<file path="src/adcsq_consts.svh">
// Offsets, field positions, reset values and timing counts of the converter
`ifndef ADCSQ_CONSTS_SVH
`define ADCSQ_CONSTS_SVH
`define ADCSQ_OFS_CTRL0       4'h0
`define ADCSQ_OFS_CTRL1       4'h1
`define ADCSQ_OFS_CTRL2       4'h2
`define ADCSQ_OFS_RES_HIGH    4'h3
`define ADCSQ_OFS_RES_LOW     4'h4
`define ADCSQ_OFS_STATUS      4'h5
`define ADCSQ_OFS_ANALOG_DATA 4'h6
`define ADCSQ_C0_CALIB        7
`define ADCSQ_C0_GO           1
`define ADCSQ_C0_ON           0
`define ADCSQ_C2_ALIGN        7
`define ADCSQ_RST_CTRL0       8'h00
`define ADCSQ_RST_CTRL1       8'h00
`define ADCSQ_RST_CTRL2       8'h00
`define ADCSQ_CONV_PERIODS    4'hB
`define ADCSQ_WAIT_PERIODS    5'h02
`define ADCSQ_SPEC_TRIG_MODE  4'hB
`define ADCSQ_RC_DIV          8'h40
`define ADCSQ_TCY_CLOCKS      8'h04
`endif

</file>
<file path="src/adcsq_pkg.sv">
// Types shared by the converter sequencer
package adcsq_pkg;
   typedef enum logic [2:0] {
      ADCSQ_IDLE   = 3'b000,
      ADCSQ_DELAY  = 3'b001,
      ADCSQ_ACQ    = 3'b011,
      ADCSQ_CONV   = 3'b010,
      ADCSQ_WAIT   = 3'b110
   } adcsq_state_t;
   typedef struct packed {
      logic       calib;
      logic [3:0] channel;
      logic       go;
      logic       on;
   } adcsq_ctrl0_t;
   typedef struct packed {
      logic       hold_open;
      logic       calib_cycle;
      logic [3:0] channel;
      logic       neg_ext;
      logic       pos_ext;
   } adcsq_analog_t;
endpackage

</file>
<file path="src/adcsq_top.sv">
// Sequencer and registers of the 10-bit successive-approximation converter
//
// The placing of the registers and the strobed register port were left to the implementer.
`timescale 1ns/1ps
`include "adcsq_consts.svh"
module adcsq_top #(
   parameter int unsigned NUM_CHANNELS = 15
) (
   input  wire logic                   i_clock,
   input  wire logic                   i_rst_b,
   input  wire logic [3:0]             i_addr,
   input  wire logic [7:0]             i_wdata,
   input  wire logic                   i_wr,
   input  wire logic                   i_rd,
   output logic [7:0]                  o_rdata,
   input  wire logic                   i_rc_clock,
   input  wire logic                   i_cmp_out,
   input  wire logic                   i_spec_trigger,
   input  wire logic [3:0]             i_ccp_mode,
   output adcsq_pkg::adcsq_analog_t    o_analog,
   output logic                        o_ref_neg_ext,
   output logic                        o_ref_pos_ext,
   output logic [NUM_CHANNELS-1:0]     o_pin_analog,
   output logic [9:0]                  o_dac_code,
   output logic                        o_done_flag
);
   adcsq_pkg::adcsq_state_t state_q;
   adcsq_pkg::adcsq_ctrl0_t ctrl0_q;
   logic [5:0]  ctrl1_q;
   logic [7:0]  ctrl2_q;
   logic [7:0]  res_high_q;
   logic [7:0]  res_low_q;
   logic        done_q;
   logic [7:0]  div_q;
   logic [4:0]  tad_cnt_q;
   logic [9:0]  sar_q;
   logic [9:0]  bit_q;
   logic [9:0]  offset_q;
   logic        calib_run_q;
   logic [1:0]  rc_sync_q;
   logic        rc_prev_q;
   logic        cmp_s1_q;
   logic        cmp_s2_q;
   logic [1:0]  trig_sync_q;
   logic        trig_prev_q;
   logic [7:0]  div_lim;
   logic        use_rc;
   logic        tad_tick;
   logic [4:0]  acq_periods;
   logic        go_cmd;
   logic        go_clear;
   logic        trig_pulse;
   logic        conv_end;
   logic [9:0]  result;
   logic [9:0]  trial;
   logic [9:0]  sar_final;

   // Pin inputs pass two flops before use
   always_ff @(posedge i_clock or negedge i_rst_b)
   begin
      if (!i_rst_b)
      begin
         rc_sync_q   <= 2'h0;
         rc_prev_q   <= 1'b0;
         cmp_s1_q    <= 1'b0;
         cmp_s2_q    <= 1'b0;
         trig_sync_q <= 2'h0;
         trig_prev_q <= 1'b0;
      end
      else
      begin
         rc_sync_q   <= {rc_sync_q[0], i_rc_clock};
         rc_prev_q   <= rc_sync_q[1];
         cmp_s1_q    <= i_cmp_out;
         cmp_s2_q    <= cmp_s1_q;
         trig_sync_q <= {trig_sync_q[0], i_spec_trigger};
         trig_prev_q <= trig_sync_q[1];
      end
   end

   assign use_rc = (ctrl2_q[1:0] == 2'h3);
   // Divider length in clocks minus one per code
   always_comb
   begin
      unique case (ctrl2_q[2:0])
         3'h0:    div_lim = 8'h01;
         3'h1:    div_lim = 8'h07;
         3'h2:    div_lim = 8'h1F;
         3'h4:    div_lim = 8'h03;
         3'h5:    div_lim = 8'h0F;
         3'h6:    div_lim = 8'h3F;
         default: div_lim = 8'h00;
      endcase
   end
   assign tad_tick = use_rc ? (rc_sync_q[1] & ~rc_prev_q)
                            : (div_q == div_lim);
   always_comb
   begin
      unique case (ctrl2_q[5:3])
         3'h0: acq_periods = 5'd0;
         3'h1: acq_periods = 5'd2;
         3'h2: acq_periods = 5'd4;
         3'h3: acq_periods = 5'd6;
         3'h4: acq_periods = 5'd8;
         3'h5: acq_periods = 5'd12;
         3'h6: acq_periods = 5'd16;
         3'h7: acq_periods = 5'd20;
      endcase
   end

   assign trig_pulse = trig_sync_q[1] & ~trig_prev_q
                     & (i_ccp_mode == `ADCSQ_SPEC_TRIG_MODE);
   assign go_cmd = ctrl0_q.on & (state_q == adcsq_pkg::ADCSQ_IDLE)
                 & (trig_pulse | (i_wr & (i_addr == `ADCSQ_OFS_CTRL0)
                    & i_wdata[`ADCSQ_C0_GO]));
   assign go_clear = i_wr & (i_addr == `ADCSQ_OFS_CTRL0)
                   & ~i_wdata[`ADCSQ_C0_GO];
   assign conv_end = (state_q == adcsq_pkg::ADCSQ_CONV) & tad_tick
                   & ctrl0_q.on & ~go_clear
                   & (tad_cnt_q == `ADCSQ_CONV_PERIODS - 4'h1);

   always_ff @(posedge i_clock or negedge i_rst_b)
   begin
      if (!i_rst_b)
         div_q <= 8'h00;
      else if (state_q == adcsq_pkg::ADCSQ_IDLE || tad_tick)
         div_q <= 8'h00;
      else
         div_q <= div_q + 8'h01;
   end

   // Sequencer; go stays set through acquisition and conversion
   always_ff @(posedge i_clock or negedge i_rst_b)
   begin
      if (!i_rst_b)
      begin
         state_q   <= adcsq_pkg::ADCSQ_IDLE;
         tad_cnt_q <= 5'h00;
      end
      else if (!ctrl0_q.on || (go_clear &&
               state_q != adcsq_pkg::ADCSQ_IDLE &&
               state_q != adcsq_pkg::ADCSQ_WAIT))
      begin
         state_q   <= ctrl0_q.on ? adcsq_pkg::ADCSQ_WAIT
                                 : adcsq_pkg::ADCSQ_IDLE;
         tad_cnt_q <= 5'h00;
      end
      else
      begin
         unique case (state_q)
            adcsq_pkg::ADCSQ_IDLE:
               if (go_cmd)
               begin
                  tad_cnt_q <= 5'h00;
                  if (use_rc)
                     state_q <= adcsq_pkg::ADCSQ_DELAY;
                  else if (acq_periods == 5'd0)
                     state_q <= adcsq_pkg::ADCSQ_CONV;
                  else
                     state_q <= adcsq_pkg::ADCSQ_ACQ;
               end
            adcsq_pkg::ADCSQ_DELAY:
               if (tad_cnt_q == 5'(`ADCSQ_TCY_CLOCKS - 8'h01))
               begin
                  tad_cnt_q <= 5'h00;
                  state_q   <= (acq_periods == 5'd0)
                             ? adcsq_pkg::ADCSQ_CONV
                             : adcsq_pkg::ADCSQ_ACQ;
               end
               else
                  tad_cnt_q <= tad_cnt_q + 5'h01;
            adcsq_pkg::ADCSQ_ACQ:
               if (tad_tick)
               begin
                  if (tad_cnt_q == acq_periods - 5'h01)
                  begin
                     tad_cnt_q <= 5'h00;
                     state_q   <= adcsq_pkg::ADCSQ_CONV;
                  end
                  else
                     tad_cnt_q <= tad_cnt_q + 5'h01;
               end
            adcsq_pkg::ADCSQ_CONV:
               if (tad_tick)
               begin
                  tad_cnt_q <= conv_end ? 5'h00 : tad_cnt_q + 5'h01;
                  if (conv_end)
                     state_q <= adcsq_pkg::ADCSQ_WAIT;
               end
            adcsq_pkg::ADCSQ_WAIT:
               if (tad_tick)
               begin
                  if (tad_cnt_q == `ADCSQ_WAIT_PERIODS - 5'h01)
                  begin
                     tad_cnt_q <= 5'h00;
                     state_q   <= adcsq_pkg::ADCSQ_IDLE;
                  end
                  else
                     tad_cnt_q <= tad_cnt_q + 5'h01;
               end
            default:
               state_q <= adcsq_pkg::ADCSQ_IDLE;
         endcase
      end
   end

   // Successive approximation, one bit per period after the first
   assign trial = sar_q | bit_q;
   always_ff @(posedge i_clock or negedge i_rst_b)
   begin
      if (!i_rst_b)
      begin
         sar_q <= 10'h000;
         bit_q <= 10'h200;
      end
      else if (state_q != adcsq_pkg::ADCSQ_CONV)
      begin
         sar_q <= 10'h000;
         bit_q <= 10'h200;
      end
      else if (tad_tick && tad_cnt_q != 5'h00 && bit_q != 10'h000)
      begin
         if (cmp_s2_q)
            sar_q <= trial;
         bit_q <= bit_q >> 1;
      end
   end
   // Any channel code converts; missing inputs give undefined data
   // The last bit is decided on the edge that loads the result
   assign sar_final = cmp_s2_q ? trial : sar_q;
   assign result    = sar_final - offset_q;

   always_ff @(posedge i_clock or negedge i_rst_b)
   begin
      if (!i_rst_b)
      begin
         offset_q    <= 10'h000;
         calib_run_q <= 1'b0;
      end
      else
      begin
         if (go_cmd)
            calib_run_q <= ctrl0_q.calib;
         if (conv_end && calib_run_q)
            offset_q <= sar_final;
      end
   end

   // Result pair has no reset: unknown until written or loaded
   always_ff @(posedge i_clock)
   begin
      if (conv_end && !calib_run_q)
      begin
         if (ctrl2_q[`ADCSQ_C2_ALIGN])
         begin
            res_high_q <= {6'h00, result[9:8]};
            res_low_q  <= result[7:0];
         end
         else
         begin
            res_high_q <= result[9:2];
            res_low_q  <= {result[1:0], 6'h00};
         end
      end
      else if (i_wr && i_addr == `ADCSQ_OFS_RES_HIGH)
         res_high_q <= i_wdata;
      else if (i_wr && i_addr == `ADCSQ_OFS_RES_LOW)
         res_low_q <= i_wdata;
   end

   always_ff @(posedge i_clock or negedge i_rst_b)
   begin
      if (!i_rst_b)
      begin
         ctrl0_q <= adcsq_pkg::adcsq_ctrl0_t'(`ADCSQ_RST_CTRL0 >> 1);
         ctrl1_q <= 6'(`ADCSQ_RST_CTRL1);
         ctrl2_q <= `ADCSQ_RST_CTRL2;
      end
      else
      begin
         if (i_wr && i_addr == `ADCSQ_OFS_CTRL0)
         begin
            ctrl0_q.calib   <= i_wdata[`ADCSQ_C0_CALIB];
            ctrl0_q.channel <= i_wdata[5:2];
            ctrl0_q.on      <= i_wdata[`ADCSQ_C0_ON];
         end
         if (conv_end || !ctrl0_q.on || go_clear)
            ctrl0_q.go <= 1'b0;
         if (go_cmd)
            ctrl0_q.go <= 1'b1;
         if (i_wr && i_addr == `ADCSQ_OFS_CTRL1)
            ctrl1_q <= i_wdata[5:0];
         if (i_wr && i_addr == `ADCSQ_OFS_CTRL2)
            ctrl2_q <= {i_wdata[7], 1'b0, i_wdata[5:0]};
      end
   end

   // Done flag: set wins over a software clear
   always_ff @(posedge i_clock or negedge i_rst_b)
   begin
      if (!i_rst_b)
         done_q <= 1'b0;
      else if (conv_end)
         done_q <= 1'b1;
      else if (i_wr && i_addr == `ADCSQ_OFS_STATUS && i_wdata[0])
         done_q <= 1'b0;
   end

   always_ff @(posedge i_clock or negedge i_rst_b)
   begin
      if (!i_rst_b)
         o_rdata <= 8'h00;
      else if (i_rd)
      begin
         unique case (i_addr)
            `ADCSQ_OFS_CTRL0:      o_rdata <= {ctrl0_q.calib, 1'b0,
                                      ctrl0_q.channel, ctrl0_q.go,
                                      ctrl0_q.on};
            `ADCSQ_OFS_CTRL1:      o_rdata <= {2'h0, ctrl1_q};
            `ADCSQ_OFS_CTRL2:      o_rdata <= ctrl2_q;
            `ADCSQ_OFS_RES_HIGH:   o_rdata <= res_high_q;
            `ADCSQ_OFS_RES_LOW:    o_rdata <= res_low_q;
            `ADCSQ_OFS_STATUS:     o_rdata <= {7'h00, done_q};
            default:               o_rdata <= 8'h00;
         endcase
      end
      else
         o_rdata <= 8'h00;
   end

   // Analog-side outputs, all registered
   always_ff @(posedge i_clock or negedge i_rst_b)
   begin
      if (!i_rst_b)
      begin
         o_analog      <= '0;
         o_ref_neg_ext <= 1'b0;
         o_ref_pos_ext <= 1'b0;
         o_dac_code    <= 10'h000;
         o_done_flag   <= 1'b0;
      end
      else
      begin
         // Capacitor leaves the pin while converting
         o_analog.hold_open   <= (state_q == adcsq_pkg::ADCSQ_CONV);
         o_analog.calib_cycle <= calib_run_q &
                                 (state_q == adcsq_pkg::ADCSQ_CONV);
         o_analog.channel     <= ctrl0_q.channel;
         o_analog.neg_ext     <= ctrl1_q[5];
         o_analog.pos_ext     <= ctrl1_q[4];
         o_ref_neg_ext        <= ctrl1_q[5];
         o_ref_pos_ext        <= ctrl1_q[4];
         o_dac_code           <= trial;
         o_done_flag          <= done_q;
      end
   end

   // Channel c is analog while code + c < 15; code 0 makes all analog
   // Bit k skips the missing fifth input, so bit 5 is channel 6
   genvar k;
   generate
      for (k = 0; k < NUM_CHANNELS; k++)
      begin : g_pin
         localparam int unsigned CHAN = (k < 5) ? k : k + 1;
         always_ff @(posedge i_clock or negedge i_rst_b)
         begin
            if (!i_rst_b)
               o_pin_analog[k] <= 1'b1;
            else
               o_pin_analog[k] <= (ctrl1_q[3:0] == 4'h0)
                                  || ({1'b0, ctrl1_q[3:0]} + 5'(CHAN)
                                      < 5'd15);
         end
      end
   endgenerate

   chk_conv_hold: assert property (@(posedge i_clock) disable iff (!i_rst_b)
      $rose(state_q == adcsq_pkg::ADCSQ_CONV) |=> o_analog.hold_open)
      else $error("hold not opened at conversion");
   chk_done_go_clr: assert property (@(posedge i_clock)
      disable iff (!i_rst_b) conv_end |=> (!ctrl0_q.go && done_q))
      else $error("done did not clear go or set flag");
   chk_off_no_start: assert property (@(posedge i_clock)
      disable iff (!i_rst_b) !ctrl0_q.on |=> !ctrl0_q.go)
      else $error("go set while off");
   chk_wait_after: assert property (@(posedge i_clock)
      disable iff (!i_rst_b) conv_end |=> state_q == adcsq_pkg::ADCSQ_WAIT)
      else $error("no wait after conversion");
   chk_go_zero_acq: assert property (@(posedge i_clock)
      disable iff (!i_rst_b) (go_cmd && !use_rc && acq_periods == 5'd0)
      |=> state_q == adcsq_pkg::ADCSQ_CONV)
      else $error("zero acquisition did not convert");
   chk_rc_delay: assert property (@(posedge i_clock)
      disable iff (!i_rst_b) (go_cmd && use_rc)
      |=> state_q == adcsq_pkg::ADCSQ_DELAY)
      else $error("rc delay missing");
   chk_go_busy: assert property (@(posedge i_clock)
      disable iff (!i_rst_b) (state_q == adcsq_pkg::ADCSQ_ACQ) |-> ctrl0_q.go)
      else $error("go clear during acquisition");
   chk_abort_hold: assert property (@(posedge i_clock)
      disable iff (!i_rst_b) (go_clear && state_q == adcsq_pkg::ADCSQ_CONV)
      |=> $stable(res_high_q) && state_q == adcsq_pkg::ADCSQ_WAIT)
      else $error("abort changed result");
endmodule

</file>
<file path="config.mk">
export PLATFORM = sky130hd
export DESIGN_NAME = adcsq_top
export DESIGN_NICKNAME = d
export VERILOG_FILES = /design/src/adcsq_pkg.sv /design/src/adcsq_top.sv
export VERILOG_INCLUDE_DIRS = /design/src /design/src/src
export SDC_FILE = /design/constraint.sdc
export NUM_CORES = 1
export LEC_CHECK = 0
export BUFFER_PORTS_ARGS = -buffer_cell sky130_fd_sc_hd__buf_2
export CAP_MARGIN = 30
export CORE_ASPECT_RATIO = 1.25
export CORE_MARGIN = 1
export CORE_UTILIZATION = 25
export CTS_CLUSTER_DIAMETER = 30
export DETAILED_ROUTE_END_ITERATION = 8
export PLACE_DENSITY_LB_ADDON = 0.2
export SLEW_MARGIN = 20
export SYNTH_ARGS = -nofsm -noshare
export SYNTH_HDL_FRONTEND = slang
export SYNTH_SLANG_ARGS = --single-unit
</file>
<file path="constraint.sdc">
create_clock -name i_clock -period 7.1 [get_ports i_clock]
set_input_delay 1.065 -clock i_clock [delete_from_list [all_inputs] [get_ports i_clock]]
set_output_delay 1.065 -clock i_clock [all_outputs]
set_load 0.03 [all_outputs]
</file>
==> results.cfg, run 1 <==
[status]
status = finished clean

[timing]
post-route-period-util = 0.4814
finClkSkew_ns = 0.01345
maxSlewHeadroom = 0.4480
fmax_ghz = 0.2926
rsz0062_at_grt = false
period_needed_ns = 3.418
worst_slew_pin_slew_ns = 0.8260
setup-violations-final = 0
report.final.slew_viol_count = 0
hold_viol = 0
tns_ns = 0
whs_ns = 0.3479

[flow_run]
drv_cap = 0

[cts]
ctsResizeCount = 0
cts_buffer_depth = 2
path_clk_slew_ns = 0.06
cts_setup_buffers = 0
numCtsBuffers = 17
cts_hold_buf = 0
cts.sinks = 134
insertion_delay_ns = 0.42
h-tree-depth = 4
cts-root-buf = clkbuf_16
cts_tree = built

[final_layout]
nNetsFinal = 743
area_delta_synth_final_pct = 19.22
antennaDiodeCount = 0
drive_gt1_frac = 0.2244

[detailed_routing]
drt-wirelength-per-cell_microns = 15.29
route.met2.wl_microns = 7755
top_layer = met5
detail-route-antenna-nets = 0
route.vias.total = 4738
drtIter0Drc = 230
dr.pass1.iters = 5
wirelength_microns = 15960
drc = 0
vias_per_cell = 4.538
wl_met3_microns = 595
wl_met1_microns = 7375

[synthesis]
yosysSeqAreaShare = 0.5180
yosysWarningCount = 0
synthCells = 633
synth_edf_count = 16
synth_area_per_cell_sq_um = 10.53
syn-num-nets = 685
netlist_area_sq_um = 6666
synthArstFlopShare = 0.8806
ys_top_cells_by_area = dfrtp_1, edfxtp_1, dfstp_2, ha_1, mux2_2
synth-seq-cells = 134
synth_top_area_frac = 0.3829
synth-main-ff-cell = dfrtp_1
synth_top_cell_by_area = dfrtp_1
ys_types = 70

[worst_hold_path]
min_path_type = flop to flop
hold_path_depth = 0

[global_routing]
grt_pass1_wl_microns = 26350
grt_max_degree = 68
antenna_found_initial = 1
track_usage = 0.1244
grt_pass1_vias = 4809
gr-total-overflow = 0

[die]
start_util = 0.2555
die_w_microns = 148.1
fp.dieH_microns = 184.6
num_rows = 66
coreArea_sq_um = 26100
dieArea_sq_um = 27330
io_pins = 67

[critical_path]
startpoint_type = flop
worstPathArrival_ns = 3.50
reg2reg_depth = 8
path_class = flop to flop
critPathRequiredTime_ns = 7.18
path_max_fanout = 23
endpoint_kind = flop

[pwr]
vdd_drop_max_mv = 0.1605
p_leak_uw = 0.003615
powerDensity_nw_per_um2 = 298.6

[placed_design]
io_buffers = 66
finalWeightedCongestion = 0.8347
post-dp-hpwl_microns = 11680
-- registers in the layout, summed over array words and instances, names as in the netlist, 8 cells and up --
name,count
bit_q,10
div_q,8
o_dac_code,10
o_pin_analog,15
o_rdata,8
offset_q,10
res_high_q,8
res_low_q,8
sar_q,10
-- path summary, 6_finish.rpt --
check	start	end	slack, ns
setup reg to reg	ctrl2_q[1]$_DFFE_PN0P_	res_high_q[0]$_DFFE_PP_	3.68
hold reg to reg	rc_sync_q[0]$_DFF_PN0_	rc_sync_q[1]$_DFF_PN0_	0.35
max in group asynchronous	i_rst_b	o_pin_analog[10]$_DFF_PN1_	5.35
hold / removal	rc_sync_q[0]$_DFF_PN0_	rc_sync_q[1]$_DFF_PN0_	0.35
setup / recovery	ctrl2_q[1]$_DFFE_PN0P_	res_high_q[0]$_DFFE_PP_	3.68
min in group asynchronous	i_rst_b	div_q[3]$_DFF_PN0_	0.68
-- stage by stage --
stage / power, uW / std cells / cell area, sq um / util / setup slack [ns]
after floorplan: 1338 / 633 / 6666 / - / 3.988
after global placement: 1498 / 1011 / 7318 / 0.2804 / 3.405
after detailed placement: 1496 / 1011 / 7318 / 0.2804 / 3.374
after CTS: 2406 / 1043 / 7920 / 0.3035 / 3.661
after global routing: 2505 / 1044 / 7948 / 0.3046 / 3.428
final: 2373 / 1044 / 7948 / 0.3046 / 3.682
-- worst max-delay path, cell delays in order (launching register included) --
cell	delay (ns)
dfrtp_1	0.49
inv_1	0.08
ha_1	0.19
and2b_1	0.17
or4_4	0.43
a2111oi_4	0.56
nor2_4	0.15
or4_4	0.69
nand2_1	0.34
-- cell usage in the layout, fill, tap and decap left out, types with 4 or more instances in the layout --
master,synthesis,layout
dfrtp_1,102,102
buf_2,2,65
nand2_1,53,53
nor2_1,53,53
o21ai_0,37,37
inv_1,35,35
a21oi_1,29,29
ha_1,28,28
mux2i_1,20,20
mux2_2,19,19
nand3_1,18,18
nor3_1,18,18
clkbuf_16,0,18
dfstp_2,16,16
edfxtp_1,16,16
xor2_1,14,14
xnor2_1,13,13
or2_2,11,11
nor2b_1,11,11
and3_1,9,9
o31ai_1,6,6
a31oi_1,6,6
inv_6,0,6
nand2b_1,5,5
and2_1,5,5
a222oi_1,5,5
o21a_1,4,4
o21ai_1,4,4
inv_8,0,4
buf_4,2,4
-- routing by layer --
layer  vias to the layer above  global-route usage
li1                       2339                   -
met2                        96              0.2081
met3                        14             0.02871
met4                         2             0.03959
met1                      2287              0.1576
met5                         -                   0
-- logic make-up (layout without fill, tap and decap cells) --
logic type | Yosys count | in the layout | synth area share
and+or+nand+nor | 212 | 212 | 0.1599
adders and majority gates | 29 | 29 | 0.05556
buffers and inverters | 67 | 138 | 0.04148
DFF | 134 | 134 | 0.5180
xor gates and xnor gates | 27 | 27 | 0.03547
muxes | 40 | 40 | 0.06550
AOI/OAI and AO/OA | 124 | 124 | 0.1241
-- synth_stat cells (3+ instances only) --
cell type and n:
dfstp_2 16, nand4b_1 3, and3_1 9, a31oi_1 6
a222oi_1 5, o21ai_1 4, xor2_1 14, nand2_1 53
dfrtp_1 102, a221o_1 3, xnor2_1 13, nor2b_1 11
a21oi_1 29, o21a_1 4, nor4_1 3, nand2b_1 5
inv_1 35, a22o_1 3, nand3_1 18, nor4b_1 4
nor3b_1 3, nor2_1 53, a21o_1 3, or2_2 11
mux2i_1 20, edfxtp_1 16, and2_1 5, ha_1 28
clkbuf_1 24, o31ai_1 6, nand4_1 3, mux2_2 19
o21ai_0 37, nor3_1 18
-- power by group --
| group | internal (uW) | switching, uW | total (uW) |
|---|---|---|---|
| sequential | 870 | 89.3 | 959 |
| combinational | 187 | 332 | 518 |
| clock | 520 | 376 | 896 |
-- final cells by class --
type	count	area (sq um)
Clock buffer	18	450.4
Sequential cell	134	3453
Inverter	36	135.1
Timing Repair Buffer	70	382.9
Tap cell	340	425.4
Clock inverter	14	151.4
Fill cell	2762	18150
Multi-Input combinational cell	432	2949
(Power assumes the default switching activity.)
==> inputs of run 2 (changes only) <==
Clock period 7.1 ns to 3.59 ns, I/O delays scaled along.
==> run 2 against run 1 <==
- critical path type unchanged
- highest routed layer unchanged
- register-to-register slack got worse by 3.4 ns
- setup slack got worse by 3.4 ns
- clock power grew 91%
- via count increased by 0.44%
- first-iteration DRC count rose by 23%
- combinational power rose by 100%
- sequential share of layout area decreased by 0.075 points
- fmax up 3.7%
==> results.cfg, run 2 (synthesis gave the netlist of run 1 again) <==
[critical_path]
slowest_delay_ns = 0.68
path_max_fanout = 23
worstPathArrival_ns = 3.38
critical_path.slowest_cell = or4_4
cp_cell_sequence = inv_1 -> ha_1 -> and2b_1 -> or4_4 -> a2111oi_4 -> nor2_4 -> or4_4 -> nand2_1
path_class = flop to flop
path_delay_family = simple AND/OR/NAND/NOR gates
reg2reg_depth = 8
reg2reg_slack_ns = 0.29
worstReg2RegEnd = res_high_q[5]$_DFFE_PP_
crit_top_cell = or4_4
startpoint_type = flop
r2r-start = ctrl2_q[1]$_DFFE_PN0P_
endpoint_kind = flop
crit_buf_inv = 1
critPathRequiredTime_ns = 3.67

[detailed_routing]
drc = 0
route.vias.total = 4759
wirelength_microns = 16080
drtIter0Drc = 284
drt-wirelength-per-cell_microns = 15.31
vias_per_cell = 4.532
detail-route-antenna-nets = 0
dr.pass1.iters = 4

[timing]
worst_slew_pin_slew_ns = 0.6065
layout_setup_ws_ns = 0.2931
finClkSkew_ns = 0.01466
period_needed_ns = 3.297
setup-violations-final = 0
tns_ns = 0
report.final.slew_viol_count = 0
maxSlewHeadroom = 0.5919
fmax_ghz = 0.3033
hold_viol = 0
post-route-period-util = 0.9183
rsz0062_at_grt = false

[final_layout]
nNetsFinal = 749
drive_gt1_frac = 0.2310
final_common_cell = dfrtp_1
area_delta_synth_final_pct = 19.43
largest_register_ffs = 15
antennaDiodeCount = 0
most-common-layout-cells = dfrtp_1, buf_2, nand2_1, nor2_1, o21ai_0
regMostFlops = o_pin_analog

[placed_design]
finalWeightedCongestion = 0.7804
post-dp-hpwl_microns = 11800
post-place-ws_ns = 0.2671
io_buffers = 66

[cts]
cts_tree = built
cts_hold_buf = 0
cts_buffer_depth = 2
path_clk_slew_ns = 0.06
cts.sinks = 134
cts-root-buf = clkbuf_16
h-tree-depth = 4
insertion_delay_ns = 0.43
ctsResizeCount = 0
numCtsBuffers = 17
cts_setup_buffers = 0

[die]
dieArea_sq_um = 27330
fp.dieH_microns = 184.6
start_util = 0.2555
coreArea_sq_um = 26100
num_rows = 66
io_pins = 67
die_w_microns = 148.1

[global_routing]
antenna_found_initial = 1
grt_pass1_vias = 4906
track_usage = 0.1259
grt_max_degree = 47
gr-total-overflow = 0
grt_pass1_wl_microns = 26430

[pwr]
p_sw_uw = 1605
p_comb_frac = 0.225
internal_power_uw = 3029
power_frac_clock = 0.370
powerDensity_nw_per_um2 = 582.0
seqPwrFrac = 0.405
p_leak_uw = 0.003633
vdd_drop_max_mv = 0.2974
swShare = 0.3463

[status]
status = finished clean

[flow_run]
drv_cap = 0

[worst_hold_path]
min_path_type = primary input to async pin
==> run 2: layer usage <==
metal  global-route usage  up-vias  part of all wire
li1                     -     2352                 -
met1               0.1580     2309              0.46
met2               0.2146       81              0.49
met3              0.02748       15             0.035
met4              0.03794        2             0.011
met5                    0        -           0.00068
==> run 2: how the worst max path moves through the flow <==
stage,from,end,cells after the start
global placement,ctrl2_q[1]$_DFFE_PN0P_,res_high_q[6]$_DFFE_PP_,8
detailed placement,ctrl2_q[1]$_DFFE_PN0P_,res_high_q[6]$_DFFE_PP_,8
CTS,ctrl2_q[1]$_DFFE_PN0P_,res_high_q[6]$_DFFE_PP_,8
global route,ctrl2_q[1]$_DFFE_PN0P_,res_high_q[5]$_DFFE_PP_,8
floorplan,ctrl2_q[1]$_DFFE_PN0P_,res_high_q[0]$_DFFE_PP_,10
finish,ctrl2_q[1]$_DFFE_PN0P_,res_high_q[5]$_DFFE_PP_,8
==> run 2: cell type report <==
class | instances | area, sq um
inverters | 36 | 135.1
clock inverters | 15 | 152.6
flip-flops and latches | 134 | 3453
multi-input cells | 432 | 2949
fillers | 2736 | 18130
repair buffers | 76 | 420.4
well taps | 340 | 425.4
clock buffers | 17 | 425.4
==> run 2: worst reg2reg max path, stage by stage, from the launching register on <==
cell and delay [ns]:
dfrtp_1 0.47, inv_1 0.07, ha_1 0.19, and2b_1 0.17, or4_4 0.43, a2111oi_4 0.47, nor2_4 0.14, or4_4 0.68
nand2_1 0.36
==> run 2: metrics by stage <==
step | hold WS [ns] | util | instances | instance area [sq um] | total power, uW
floorplan | 0.2429 | - | 633 | 6666 | 2647
global placement | 0.3337 | 0.2829 | 1018 | 7383 | 2976
detailed placement | 0.3362 | 0.2829 | 1018 | 7383 | 2967
CTS | 0.1192 | 0.3051 | 1050 | 7961 | 4708
global route | 0.1423 | 0.3051 | 1050 | 7961 | 4893
finish | 0.1057 | 0.3051 | 1050 | 7961 | 4633
==> run 2: power groups by stage <==
stage / Combinational, uW / Sequential (uW) / Clock [uW]
2_1_floorplan: 659 / 1990 / 0
3_3_place_gp: 1060 / 1910 / 0
3_5_place_dp: 1060 / 1910 / 0
4_1_cts: 1060 / 1880 / 1770
5_1_grt: 1160 / 1900 / 1830
6_report: 1040 / 1880 / 1710
